## src/hdl/serial_brg_pkg.sv

```systemverilog
// constants and carrier types for the serial control and baud rate block
// assumes a 12-bit apb byte address and 32-bit data
package serial_brg_pkg;

   localparam int ADDR_W = 12;
   localparam int DATA_W = 32;

   // ****************************************
   // register indices; byte address is index times four
   // ****************************************
   localparam logic [31:0] IDX_BG0_CTRL = 32'hFFFFF233;
   localparam logic [31:0] IDX_BG0_FRAC = 32'hFFFFF234;
   localparam logic [31:0] IDX_BG1_CTRL = 32'hFFFFF23B;
   localparam logic [31:0] IDX_BG1_FRAC = 32'hFFFFF23C;
   localparam logic [31:0] IDX_SC5_CTRL = 32'hFFFFF293;
   localparam logic [31:0] IDX_IRQ_STAT = 32'h000003F0;
   localparam logic [31:0] IDX_IRQ_MASK = 32'h000003F1;

   // ****************************************
   // field positions
   // ****************************************
   localparam int SC_NINTH = 7;
   localparam int SC_EVEN = 6;
   localparam int SC_PEN = 5;
   localparam int SC_OVR = 4;
   localparam int SC_PAR = 3;
   localparam int SC_FRM = 2;
   localparam int SC_EDGE = 1;
   localparam int SC_SRC = 0;
   localparam int BG_FRAC_EN = 6;
   localparam int BG_CK_LSB = 4;
   localparam int BG_DIV_LSB = 0;
   localparam int BG_K_LSB = 0;
   localparam int ERR_W = 3;

   // ****************************************
   // reset values and divider constants
   // ****************************************
   localparam logic [7:0] SC_RESET = 8'h00;
   localparam logic [7:0] BG_RESET = 8'h00;
   localparam logic [3:0] K_RESET = 4'h0;
   localparam logic [ERR_W-1:0] ERR_RESET = 3'h0;
   localparam logic [3:0] DIV_CODE_16 = 4'h0;
   localparam logic [4:0] DIV_SIXTEEN = 5'h10;
   localparam logic [4:0] FRAC_DEN = 5'h10;

   typedef struct packed {
      logic frac_en;
      logic [1:0] clk_sel;
      logic [3:0] divisor;
      logic [3:0] k;
   } brg_cfg_t;

   typedef struct packed {
      logic overrun;
      logic parity_underrun;
      logic framing;
   } err_t;

endpackage

```

## src/hdl/level_sync.sv

```systemverilog
// two-flop synchroniser for levels arriving from outside mclk
// assumes nothing reads the first stage
`timescale 1ns/1ps
`default_nettype none
module level_sync #(
   parameter int WIDTH = 1
) (
   // clock and reset
   input wire logic mclk,
   input wire logic srst,
   // levels
   input wire logic [WIDTH-1:0] async_in,
   output logic [WIDTH-1:0] sync_out
);

   logic [WIDTH-1:0] meta_q;
   logic [WIDTH-1:0] meta_d;
   logic [WIDTH-1:0] sync_q;
   logic [WIDTH-1:0] sync_d;

   always_comb begin
      meta_d = async_in;
      sync_d = meta_q;
   end

   always_ff @(posedge mclk) begin
      if (srst) begin
         meta_q <= '0;
         sync_q <= '0;
      end else begin
         meta_q <= meta_d;
         sync_q <= sync_d;
      end
   end

   assign sync_out = sync_q;

endmodule
`default_nettype wire

```

## src/hdl/baud_divider.sv

```systemverilog
// one baud rate generator: tap select, integer or N+(16-K)/16 division
// assumes tap inputs are single-cycle strobes on mclk
`timescale 1ns/1ps
`default_nettype none
module baud_divider
   import serial_brg_pkg::*;
(
   // clock and reset
   input wire logic mclk,
   input wire logic srst,
   // configuration
   input wire serial_brg_pkg::brg_cfg_t cfg,
   input wire logic restart,
   // prescaler taps 0, 2, 8, 32
   input wire logic [3:0] taps,
   // divided output
   output logic tick
);
   import serial_brg_pkg::*;

   logic tap;
   logic [4:0] n_val;
   logic [4:0] sum;
   logic carry;
   logic [4:0] target;
   logic [4:0] cnt_q;
   logic [4:0] cnt_d;
   logic [3:0] acc_q;
   logic [3:0] acc_d;
   logic tick_q;
   logic tick_d;

   // ****************************************
   // divisor decode
   // ****************************************
   always_comb begin
      tap = taps[cfg.clk_sel];
      n_val = (cfg.divisor == DIV_CODE_16) ? DIV_SIXTEEN : {1'b0, cfg.divisor};
      // accumulating 16-K per period stretches 16-K of every 16 periods by one
      sum = {1'b0, acc_q} + (FRAC_DEN - {1'b0, cfg.k});
      carry = cfg.frac_en & sum[4];
      target = n_val + {4'h0, carry};
   end

   always_comb begin
      cnt_d = cnt_q;
      acc_d = acc_q;
      tick_d = 1'b0;
      if (restart) begin
         cnt_d = '0;
         acc_d = '0;
      end else if (tap) begin
         if (cnt_q == target - 5'h01) begin
            cnt_d = '0;
            tick_d = 1'b1;
            if (cfg.frac_en) begin
               acc_d = sum[3:0];
            end
         end else begin
            cnt_d = cnt_q + 5'h01;
         end
      end
   end

   always_ff @(posedge mclk) begin
      if (srst) begin
         cnt_q <= '0;
         acc_q <= '0;
         tick_q <= 1'b0;
      end else begin
         cnt_q <= cnt_d;
         acc_q <= acc_d;
         tick_q <= tick_d;
      end
   end

   assign tick = tick_q;

   // ****************************************
   // checks
   // ****************************************
   logic [4:0] gap_q;
   always_ff @(posedge mclk) begin
      if (srst || restart || tick_d) begin
         gap_q <= '0;
      end else if (tap) begin
         gap_q <= gap_q + 5'h01;
      end
   end

   property p_tick_from_tap;
      @(posedge mclk) disable iff (srst) tick_q |-> $past(tap);
   endproperty
   a_tick_from_tap: assert property (p_tick_from_tap) else $error("tick without tap");

   property p_no_early;
      @(posedge mclk) disable iff (srst)
         (tap && !restart && gap_q < n_val - 5'h01) |=> !tick_q;
   endproperty
   a_no_early: assert property (p_no_early) else $error("tick before N taps");

   property p_int_div;
      @(posedge mclk) disable iff (srst)
         (tap && !restart && !cfg.frac_en && gap_q == n_val - 5'h01) |=> tick_q;
   endproperty
   a_int_div: assert property (p_int_div) else $error("no tick at N taps");

   property p_frac_max;
      @(posedge mclk) disable iff (srst)
         (tap && !restart && cfg.frac_en && gap_q == n_val) |=> tick_q;
   endproperty
   a_frac_max: assert property (p_frac_max) else $error("period beyond N+1");

   property p_restart;
      @(posedge mclk) disable iff (srst) restart |=> !tick_q;
   endproperty
   a_restart: assert property (p_restart) else $error("tick right after restart");

endmodule
`default_nettype wire

```

## src/hdl/serial_brg.sv

```systemverilog
// serial channel control and two baud rate generators behind an apb slave
// assumes taps and error events are mclk strobes; the clock pin is asynchronous
// Function
// - error flags are read only and clear when software reads them
// - external clock: edge select zero shifts on rising, one on falling
// - io mode source bit picks baud generator (0) or clock pin (1)
// - parity enable on at one; type odd at zero, even at one
// - input clock field picks prescaler tap 0, 2, 8 or 32
// - divisor codes 2..15 direct, 0 means sixteen, 1 means one
// - fractional enable divides by N plus (16-K)/16, else by N
//
// Chosen here: register access over APB.
`timescale 1ns/1ps
`default_nettype none
module serial_brg
   import serial_brg_pkg::*;
(
   // clock and reset
   input wire logic mclk,
   input wire logic srst,
   // apb slave
   input wire logic psel,
   input wire logic penable,
   input wire logic pwrite,
   input wire logic [serial_brg_pkg::ADDR_W-1:0] paddr,
   input wire logic [serial_brg_pkg::DATA_W-1:0] pwdata,
   output logic [serial_brg_pkg::DATA_W-1:0] prdata,
   output logic pready,
   output logic pslverr,
   // channel side
   input wire logic uart_mode,
   input wire logic received_ninth_bit,
   input wire serial_brg_pkg::err_t err_event,
   input wire logic [3:0] prescaler_taps,
   input wire logic serial_clock_pin,
   // timing and configuration out
   output logic [1:0] baud_tick,
   output logic shift_tick,
   output logic parity_enable,
   output logic parity_even,
   output logic irq
);
   import serial_brg_pkg::*;

   // ****************************************
   // address decode
   // ****************************************
   function automatic logic hit(input logic [ADDR_W-1:0] a, input logic [31:0] idx);
      hit = (a[ADDR_W-1:2] == idx[ADDR_W-3:0]) && (a[1:0] == 2'h0);
   endfunction

   logic setup;
   logic access;
   logic wr;
   logic rd;
   logic sel_bg_ctrl [2];
   logic sel_bg_frac [2];
   logic sel_sc;
   logic sel_stat;
   logic sel_mask;
   logic mapped;

   always_comb begin
      setup = psel & ~penable;
      access = psel & penable;
      sel_bg_ctrl[0] = hit(paddr, IDX_BG0_CTRL);
      sel_bg_ctrl[1] = hit(paddr, IDX_BG1_CTRL);
      sel_bg_frac[0] = hit(paddr, IDX_BG0_FRAC);
      sel_bg_frac[1] = hit(paddr, IDX_BG1_FRAC);
      sel_sc = hit(paddr, IDX_SC5_CTRL);
      sel_stat = hit(paddr, IDX_IRQ_STAT);
      sel_mask = hit(paddr, IDX_IRQ_MASK);
      mapped = sel_bg_ctrl[0] | sel_bg_ctrl[1] | sel_bg_frac[0] | sel_bg_frac[1]
             | sel_sc | sel_stat | sel_mask;
      wr = access & pwrite & mapped;
      rd = access & ~pwrite & mapped;
   end

   // single-cycle access phase; read data latched in setup
   assign pready = 1'b1;
   assign pslverr = access & ~mapped;

   // ****************************************
   // baud generator registers
   // ****************************************
   brg_cfg_t cfg_q [2];
   brg_cfg_t cfg_d [2];
   logic restart [2];
   logic [1:0] tick_w;

   genvar g;
   generate
      for (g = 0; g < 2; g++) begin : gen_brg
         always_comb begin
            cfg_d[g] = cfg_q[g];
            restart[g] = (wr & (sel_bg_ctrl[g] | sel_bg_frac[g])) | srst;
            if (wr && sel_bg_ctrl[g]) begin
               cfg_d[g].frac_en = pwdata[BG_FRAC_EN];
               cfg_d[g].clk_sel = pwdata[BG_CK_LSB +: 2];
               cfg_d[g].divisor = pwdata[BG_DIV_LSB +: 4];
            end
            if (wr && sel_bg_frac[g]) begin
               cfg_d[g].k = pwdata[BG_K_LSB +: 4];
            end
         end

         always_ff @(posedge mclk) begin
            if (srst) begin
               cfg_q[g].frac_en <= BG_RESET[BG_FRAC_EN];
               cfg_q[g].clk_sel <= BG_RESET[BG_CK_LSB +: 2];
               cfg_q[g].divisor <= BG_RESET[BG_DIV_LSB +: 4];
               cfg_q[g].k <= K_RESET;
            end else begin
               cfg_q[g] <= cfg_d[g];
            end
         end

         baud_divider u_div (
            .mclk(mclk),
            .srst(srst),
            .cfg(cfg_q[g]),
            .restart(restart[g]),
            .taps(prescaler_taps),
            .tick(tick_w[g])
         );
      end
   endgenerate

   assign baud_tick = tick_w;

   // ****************************************
   // serial control register
   // ****************************************
   logic even_q;
   logic even_d;
   logic pen_q;
   logic pen_d;
   logic edge_q;
   logic edge_d;
   logic src_q;
   logic src_d;
   err_t flag_q;
   err_t flag_d;
   logic sc_read;
   logic [DATA_W-1:0] rdata_q;

   always_comb begin
      even_d = even_q;
      pen_d = pen_q;
      edge_d = edge_q;
      src_d = src_q;
      sc_read = rd & sel_sc;
      if (wr && sel_sc) begin
         even_d = pwdata[SC_EVEN];
         pen_d = pwdata[SC_PEN];
         edge_d = pwdata[SC_EDGE];
         src_d = pwdata[SC_SRC];
      end
      // only flags this read returned are cleared; events since setup survive
      flag_d = sc_read ? ((flag_q & ~rdata_q[SC_FRM +: ERR_W]) | err_event)
                       : (flag_q | err_event);
   end

   always_ff @(posedge mclk) begin
      if (srst) begin
         even_q <= SC_RESET[SC_EVEN];
         pen_q <= SC_RESET[SC_PEN];
         edge_q <= SC_RESET[SC_EDGE];
         src_q <= SC_RESET[SC_SRC];
         flag_q <= ERR_RESET;
      end else begin
         even_q <= even_d;
         pen_q <= pen_d;
         edge_q <= edge_d;
         src_q <= src_d;
         flag_q <= flag_d;
      end
   end

   assign parity_enable = pen_q;
   assign parity_even = even_q;

   // ****************************************
   // shift clock selection
   // ****************************************
   logic pin_s;
   logic pin_prev_q;
   logic pin_rise;
   logic pin_fall;
   logic shift_q;
   logic shift_d;

   level_sync #(.WIDTH(1)) u_pin_sync (
      .mclk(mclk),
      .srst(srst),
      .async_in(serial_clock_pin),
      .sync_out(pin_s)
   );

   always_comb begin
      pin_rise = pin_s & ~pin_prev_q;
      pin_fall = ~pin_s & pin_prev_q;
      // uart always runs from its generator; io mode may take the pin
      if (!uart_mode && src_q) begin
         shift_d = edge_q ? pin_fall : pin_rise;
      end else begin
         shift_d = tick_w[0];
      end
   end

   always_ff @(posedge mclk) begin
      if (srst) begin
         pin_prev_q <= 1'b0;
         shift_q <= 1'b0;
      end else begin
         pin_prev_q <= pin_s;
         shift_q <= shift_d;
      end
   end

   assign shift_tick = shift_q;

   // ****************************************
   // interrupt status and mask
   // ****************************************
   err_t stat_q;
   err_t stat_d;
   err_t mask_q;
   err_t mask_d;

   always_comb begin
      stat_d = stat_q;
      mask_d = mask_q;
      if (wr && sel_stat) begin
         stat_d = stat_q & ~pwdata[ERR_W-1:0];
      end
      stat_d = stat_d | err_event;
      if (wr && sel_mask) begin
         mask_d = pwdata[ERR_W-1:0];
      end
   end

   always_ff @(posedge mclk) begin
      if (srst) begin
         stat_q <= ERR_RESET;
         mask_q <= ERR_RESET;
      end else begin
         stat_q <= stat_d;
         mask_q <= mask_d;
      end
   end

   assign irq = |(stat_q & mask_q);

   // ****************************************
   // read data
   // ****************************************
   logic [DATA_W-1:0] rdata_d;

   always_comb begin
      rdata_d = rdata_q;
      if (setup) begin
         rdata_d = '0;
         for (int i = 0; i < 2; i++) begin
            if (sel_bg_ctrl[i]) begin
               rdata_d[BG_FRAC_EN] = cfg_q[i].frac_en;
               rdata_d[BG_CK_LSB +: 2] = cfg_q[i].clk_sel;
               rdata_d[BG_DIV_LSB +: 4] = cfg_q[i].divisor;
            end
            if (sel_bg_frac[i]) begin
               rdata_d[BG_K_LSB +: 4] = cfg_q[i].k;
            end
         end
         if (sel_sc) begin
            rdata_d[SC_NINTH] = received_ninth_bit;
            rdata_d[SC_EVEN] = even_q;
            rdata_d[SC_PEN] = pen_q;
            rdata_d[SC_OVR] = flag_q.overrun;
            rdata_d[SC_PAR] = flag_q.parity_underrun;
            rdata_d[SC_FRM] = flag_q.framing;
            rdata_d[SC_EDGE] = edge_q;
            rdata_d[SC_SRC] = src_q;
         end
         if (sel_stat) begin
            rdata_d[ERR_W-1:0] = stat_q;
         end
         if (sel_mask) begin
            rdata_d[ERR_W-1:0] = mask_q;
         end
      end
   end

   always_ff @(posedge mclk) begin
      if (srst) begin
         rdata_q <= '0;
      end else begin
         rdata_q <= rdata_d;
      end
   end

   assign prdata = rdata_q;

   // ****************************************
   // checks
   // ****************************************
   property p_flag_clear;
      @(posedge mclk) disable iff (srst)
         (sc_read && err_event == '0) |=> (flag_q & $past(rdata_q[SC_FRM +: ERR_W])) == '0;
   endproperty
   a_flag_clear: assert property (p_flag_clear) else $error("flags not cleared by read");

   property p_flag_set;
      @(posedge mclk) disable iff (srst) err_event.overrun |=> flag_q.overrun;
   endproperty
   a_flag_set: assert property (p_flag_set) else $error("overrun event lost");

   property p_edge_fall;
      @(posedge mclk) disable iff (srst)
         (!uart_mode && src_q && edge_q && pin_fall) |=> shift_tick;
   endproperty
   a_edge_fall: assert property (p_edge_fall) else $error("falling edge not used");

   property p_edge_rise;
      @(posedge mclk) disable iff (srst)
         (!uart_mode && src_q && !edge_q && pin_fall) |=> !shift_tick;
   endproperty
   a_edge_rise: assert property (p_edge_rise) else $error("shift on wrong edge");

   property p_src_brg;
      @(posedge mclk) disable iff (srst)
         (!uart_mode && !src_q) |=> shift_tick == $past(baud_tick[0]);
   endproperty
   a_src_brg: assert property (p_src_brg) else $error("shift not from generator");

   property p_parity_write;
      @(posedge mclk) disable iff (srst)
         (wr && sel_sc) |=> (parity_enable == $past(pwdata[SC_PEN]))
                            && (parity_even == $past(pwdata[SC_EVEN]));
   endproperty
   a_parity_write: assert property (p_parity_write) else $error("parity bits not taken");

   property p_irq;
      @(posedge mclk) disable iff (srst) (err_event.framing && mask_q.framing) |=> irq;
   endproperty
   a_irq: assert property (p_irq) else $error("masked-in event gave no irq");

   c_read_clear: cover property (@(posedge mclk) disable iff (srst) flag_q != '0 ##1 sc_read);
   c_pin_shift: cover property (@(posedge mclk) disable iff (srst) src_q && !uart_mode && shift_tick);
   c_frac: cover property (@(posedge mclk) disable iff (srst) cfg_q[0].frac_en && baud_tick[0]);

endmodule
`default_nettype wire

```

## config.mk

```make
export PLATFORM = sky130hd
export DESIGN_NAME = serial_brg
export DESIGN_NICKNAME = d
export VERILOG_FILES = /design/src/hdl/serial_brg_pkg.sv /design/src/hdl/level_sync.sv /design/src/hdl/baud_divider.sv /design/src/hdl/serial_brg.sv
export SDC_FILE = /design/constraint.sdc
export NUM_CORES = 1
export LEC_CHECK = 0
export ABC_AREA = 1
export BUFFER_PORTS_ARGS = -buffer_cell sky130_fd_sc_hd__buf_2
export CORE_MARGIN = 3
export CORE_UTILIZATION = 50
export CTS_BUF_LIST = sky130_fd_sc_hd__clkbuf_8
export CTS_CLUSTER_DIAMETER = 120
export DETAILED_ROUTE_END_ITERATION = 16
export GPL_ROUTABILITY_DRIVEN = 1
export HOLD_SLACK_MARGIN = 0.05
export MAX_ROUTING_LAYER = met4
export PLACE_DENSITY = 0.83
export SKIP_CTS_REPAIR_TIMING = 1
export SLEW_MARGIN = 20
export SYNTH_ARGS = -nofsm -noshare
export SYNTH_HDL_FRONTEND = slang
export SYNTH_SLANG_ARGS = --single-unit
```

## constraint.sdc

```tcl
create_clock -name mclk -period 5.4 [get_ports mclk]
set_input_delay 0.27 -clock mclk [delete_from_list [all_inputs] [get_ports mclk]]
set_output_delay 0.27 -clock mclk [all_outputs]
set_load 0.02 [all_outputs]
```

==> metrics.json <==
{
  "crit_top_cell": "sky130_fd_sc_hd__ha_1",
  "groute.usage.overall": 0.215,
  "crit_path_cell_chain": "inv_1 > ha_1 > fa_1 > nor2_1 > o21a_1 > o21ai_0 > ha_1 > ha_1 > o21bai_1 > nand3_1 > xor2_1 > nand4_1 > o21ai_0 > a21oi_1",
  "post_synth_xor_area_fraction": 0.0397,
  "overall_overflow_remaining_after_global_route": 0,
  "crit-reg2reg-launch": "gen_brg[1].u_div.acc_q[0]",
  "cts_buffers": 9,
  "p_leak_nw": 2.34,
  "num_antenna_cells": 0,
  "synth_adder_area_share": 0.0513,
  "postSynthCellCount": 630,
  "path_buf_inv": 1,
  "synth_top_family_by_area": "simple AND/OR/NAND/NOR gates",
  "cts.sink_count": 67,
  "critical_path_class": "reg -> reg",
  "setup_violations": 0,
  "maximum_number_of_pins_on_one_net_before_global_route_repair": 36,
  "clk-insertion-delay-late_ps": 360,
  "ys_ff_latch": 67,
  "route.detailed.wl_per_inst_um": 12.6,
  "post-dp-hpwl_um": 7580,
  "worstPathRequired_ps": 5630,
  "fp.dieW_um": 97.6,
  "globalRoute.busiestLayer": "met2",
  "skew_ps": 14.1,
  "worst_max_slew_pin_slew_ps": 948,
  "holdCritPathClass": "in -> reg",
  "synth_largest_area_cell": "sky130_fd_sc_hd__dfxtp_1",
  "pd_cells_mw_per_mm2": 235,
  "place.gp.congestion": 0.970,
  "post-route-min-period_ps": 3010,
  "cp.arrival_ps": 3240,
  "vias": 4055,
  "std_cell_rows": 32,
  "cp-startpoint": "gen_brg[1].u_div.acc_q[0]",
  "critical_path.max_stage_delay_ps": 460,
  "fp.dieArea_mm2": 0.00952,
  "number_of_remaining_drc_errors": 0,
  "post_route_cells_drive_above_1_share": 0.144,
  "grtUsageMet3": 0.0337,
  "maxCapViolCount": 0,
  "synth_enable_flop_cells": 0,
  "synth_cell_type_count": 37,
  "yosys_most_used_dff": "sky130_fd_sc_hd__dfxtp_1",
  "clock_tree.root_cell": "sky130_fd_sc_hd__clkbuf_8",
  "async_reset_ff_frac": 0,
  "syn-mean-instance-area_um2": 6.66,
  "r2r_setup_slack_ps": 2390,
  "number_of_global_route_vias_before_repair": 3716,
  "fraction_of_the_yosys_area_taken_by_sequential_cells": 0.320,
  "final.fill_count": 724,
  "holdCritStartpoint": "serial_clock_pin",
  "gr-usage-met1": 0.279,
  "critical_path.endpoint_type": "register",
  "layout.cells.most_common": "sky130_fd_sc_hd__nand2_1",
  "drt_pre_antenna_iters": 5,
  "cts_htree_levels": 3,
  "synth.top_cell.area_share": 0.320,
  "relSlewSlack": 0.364,
  "vdd_drop_max_uv": 151,
  "synthesis.yosys.warnings": 0,
  "route.final.wire_length_um": 9880,
  "met2_grt_util": 0.341,
  "cts_tree": "done",
  "worst_path_max_delay_cell": "sky130_fd_sc_hd__fa_1",
  "totalPowerFinal_mw": 1.09,
  "synth_compound_area_frac": 0.0859,
  "floorplan.initialDensity": 0.529,
  "period_share": 0.557,
  "post_synth_main_area_contributors": "sky130_fd_sc_hd__dfxtp_1 (32%), sky130_fd_sc_hd__nand2_1 (13%), sky130_fd_sc_hd__nor2_1 (9.0%)",
  "drt.antenna.violating_nets": 0,
  "netlist_area_mm2": 0.00419,
  "status": "finished, final reports clean",
  "path_clk_slew_ps": 80,
  "timing.critical_path.fanout_max": 7,
  "first_iter_violations": 301,
  "totalNegativeSetupSlack_ps": 0,
  "layout_common_cells": "sky130_fd_sc_hd__nand2_1 (147), sky130_fd_sc_hd__nor2_1 (101), sky130_fd_sc_hd__inv_1 (84), sky130_fd_sc_hd__dfxtp_1 (67), sky130_fd_sc_hd__buf_2 (48)",
  "grt_antenna_before_repair": 0,
  "io_pins": 99,
  "clock.fmax_ghz": 0.332,
  "post_synth_mux_area_share": 0,
  "via_per_inst": 5.17,
  "portBuffers": 48,
  "hold_violations": 0,
  "core_mm2": 0.00793,
  "path_delay_family": "adder cells",
  "setup_repair_after_global_routing_missed_its_margin": "no",
  "final_util": 0.584,
  "setup.worst_path.start_class": "register",
  "grt_pass1_wl_um": 16700,
  "areaGrowthSynthToFinish_pct": 10.3,
  "synth_simple_gate_area_frac": 0.361,
  "cts_buffer_depth": 2,
  "report.final.slew_viol_count": 0,
  "finish.net_count": 752,
  "die_h_um": 97.6
}
## metal layers
metal | vias to the layer above | part of all wire
li1 | 2023 | -
met1 | 1844 | 0.45
met2 | 167 | 0.45
met3 | 21 | 0.077
met4 | 0 | 0.022
met5 | - | 0
## synth_stat cells, drive strengths merged (10+ instances only)
cell	number
nand2	155
nor2	110
inv	89
dfxtp	67
nand3	38
buf	33
a21oi	30
o21ai	27
ha	14
nand4	14
xor2	12
nor3	10
## final timing paths
kind | endpoint | depth (start not counted)
setup reg to reg | gen_brg[1].u_div.acc_q[1] | 14
hold reg to reg | u_pin_sync.sync_out | 2
setup / recovery | gen_brg[1].u_div.acc_q[1] | 14
hold / removal | u_pin_sync.meta_q | 3
## cell type report
class / instances / area [µm²] / area share
clock inverters: 7 / 106 / 0.0230
flip-flops and latches: 67 / 1340 / 0.290
well taps: 102 / 128 / 0.0276
multi-input cells: 461 / 2350 / 0.508
repair buffers: 48 / 240 / 0.0519
inverters: 90 / 338 / 0.0730
clock buffers: 9 / 124 / 0.0268
## state kept, by name, summed over array words and instances, names as in the netlist, 2 cells and up
| signal | flops |
|---|---|
| cfg_q | 22 |
| gen_brg.u_div.cnt_q | 10 |
| gen_brg.u_div.acc_q | 8 |
| prdata | 8 |
| flag_q | 3 |
| mask_q | 3 |
| stat_q | 3 |
| gen_brg.u_div.tick | 2 |
## report_power, final
| part | total [mW] | switching [mW] | internal [mW] |
|---|---|---|---|
| sequential | 0.508 | 0.00649 | 0.502 |
| combinational | 0.0896 | 0.0652 | 0.0243 |
| clock | 0.488 | 0.219 | 0.269 |
## worst min-delay path: cells and delay by family
| family | cells | cell delay (ps) |
|---|---|---|
| AND/OR/NAND/NOR | 1 | 70 |
| buffers and inverters | 2 | 110 |
## cell families after synthesis
kind of cell	count (synthesis)
buf+inv	125
fa+ha+maj	16
simple gates	335
other cells	2
xor+xnor	19
flops	67
compound gates	66
## metrics by stage
step | cells | hold WS (ps) | area (µm²) | worst slack (ps)
2_1_floorplan | 653 | 339 | 4280 | 2680
3_5_place_dp | 768 | 406 | 4400 | 2410
5_1_grt | 784 | 163 | 4630 | 2070
4_1_cts | 784 | 123 | 4630 | 2380
3_3_place_gp | 768 | 391 | 4400 | 2440
6_report | 784 | 119 | 4630 | 2390
Power figures use the tool's default switching activity.
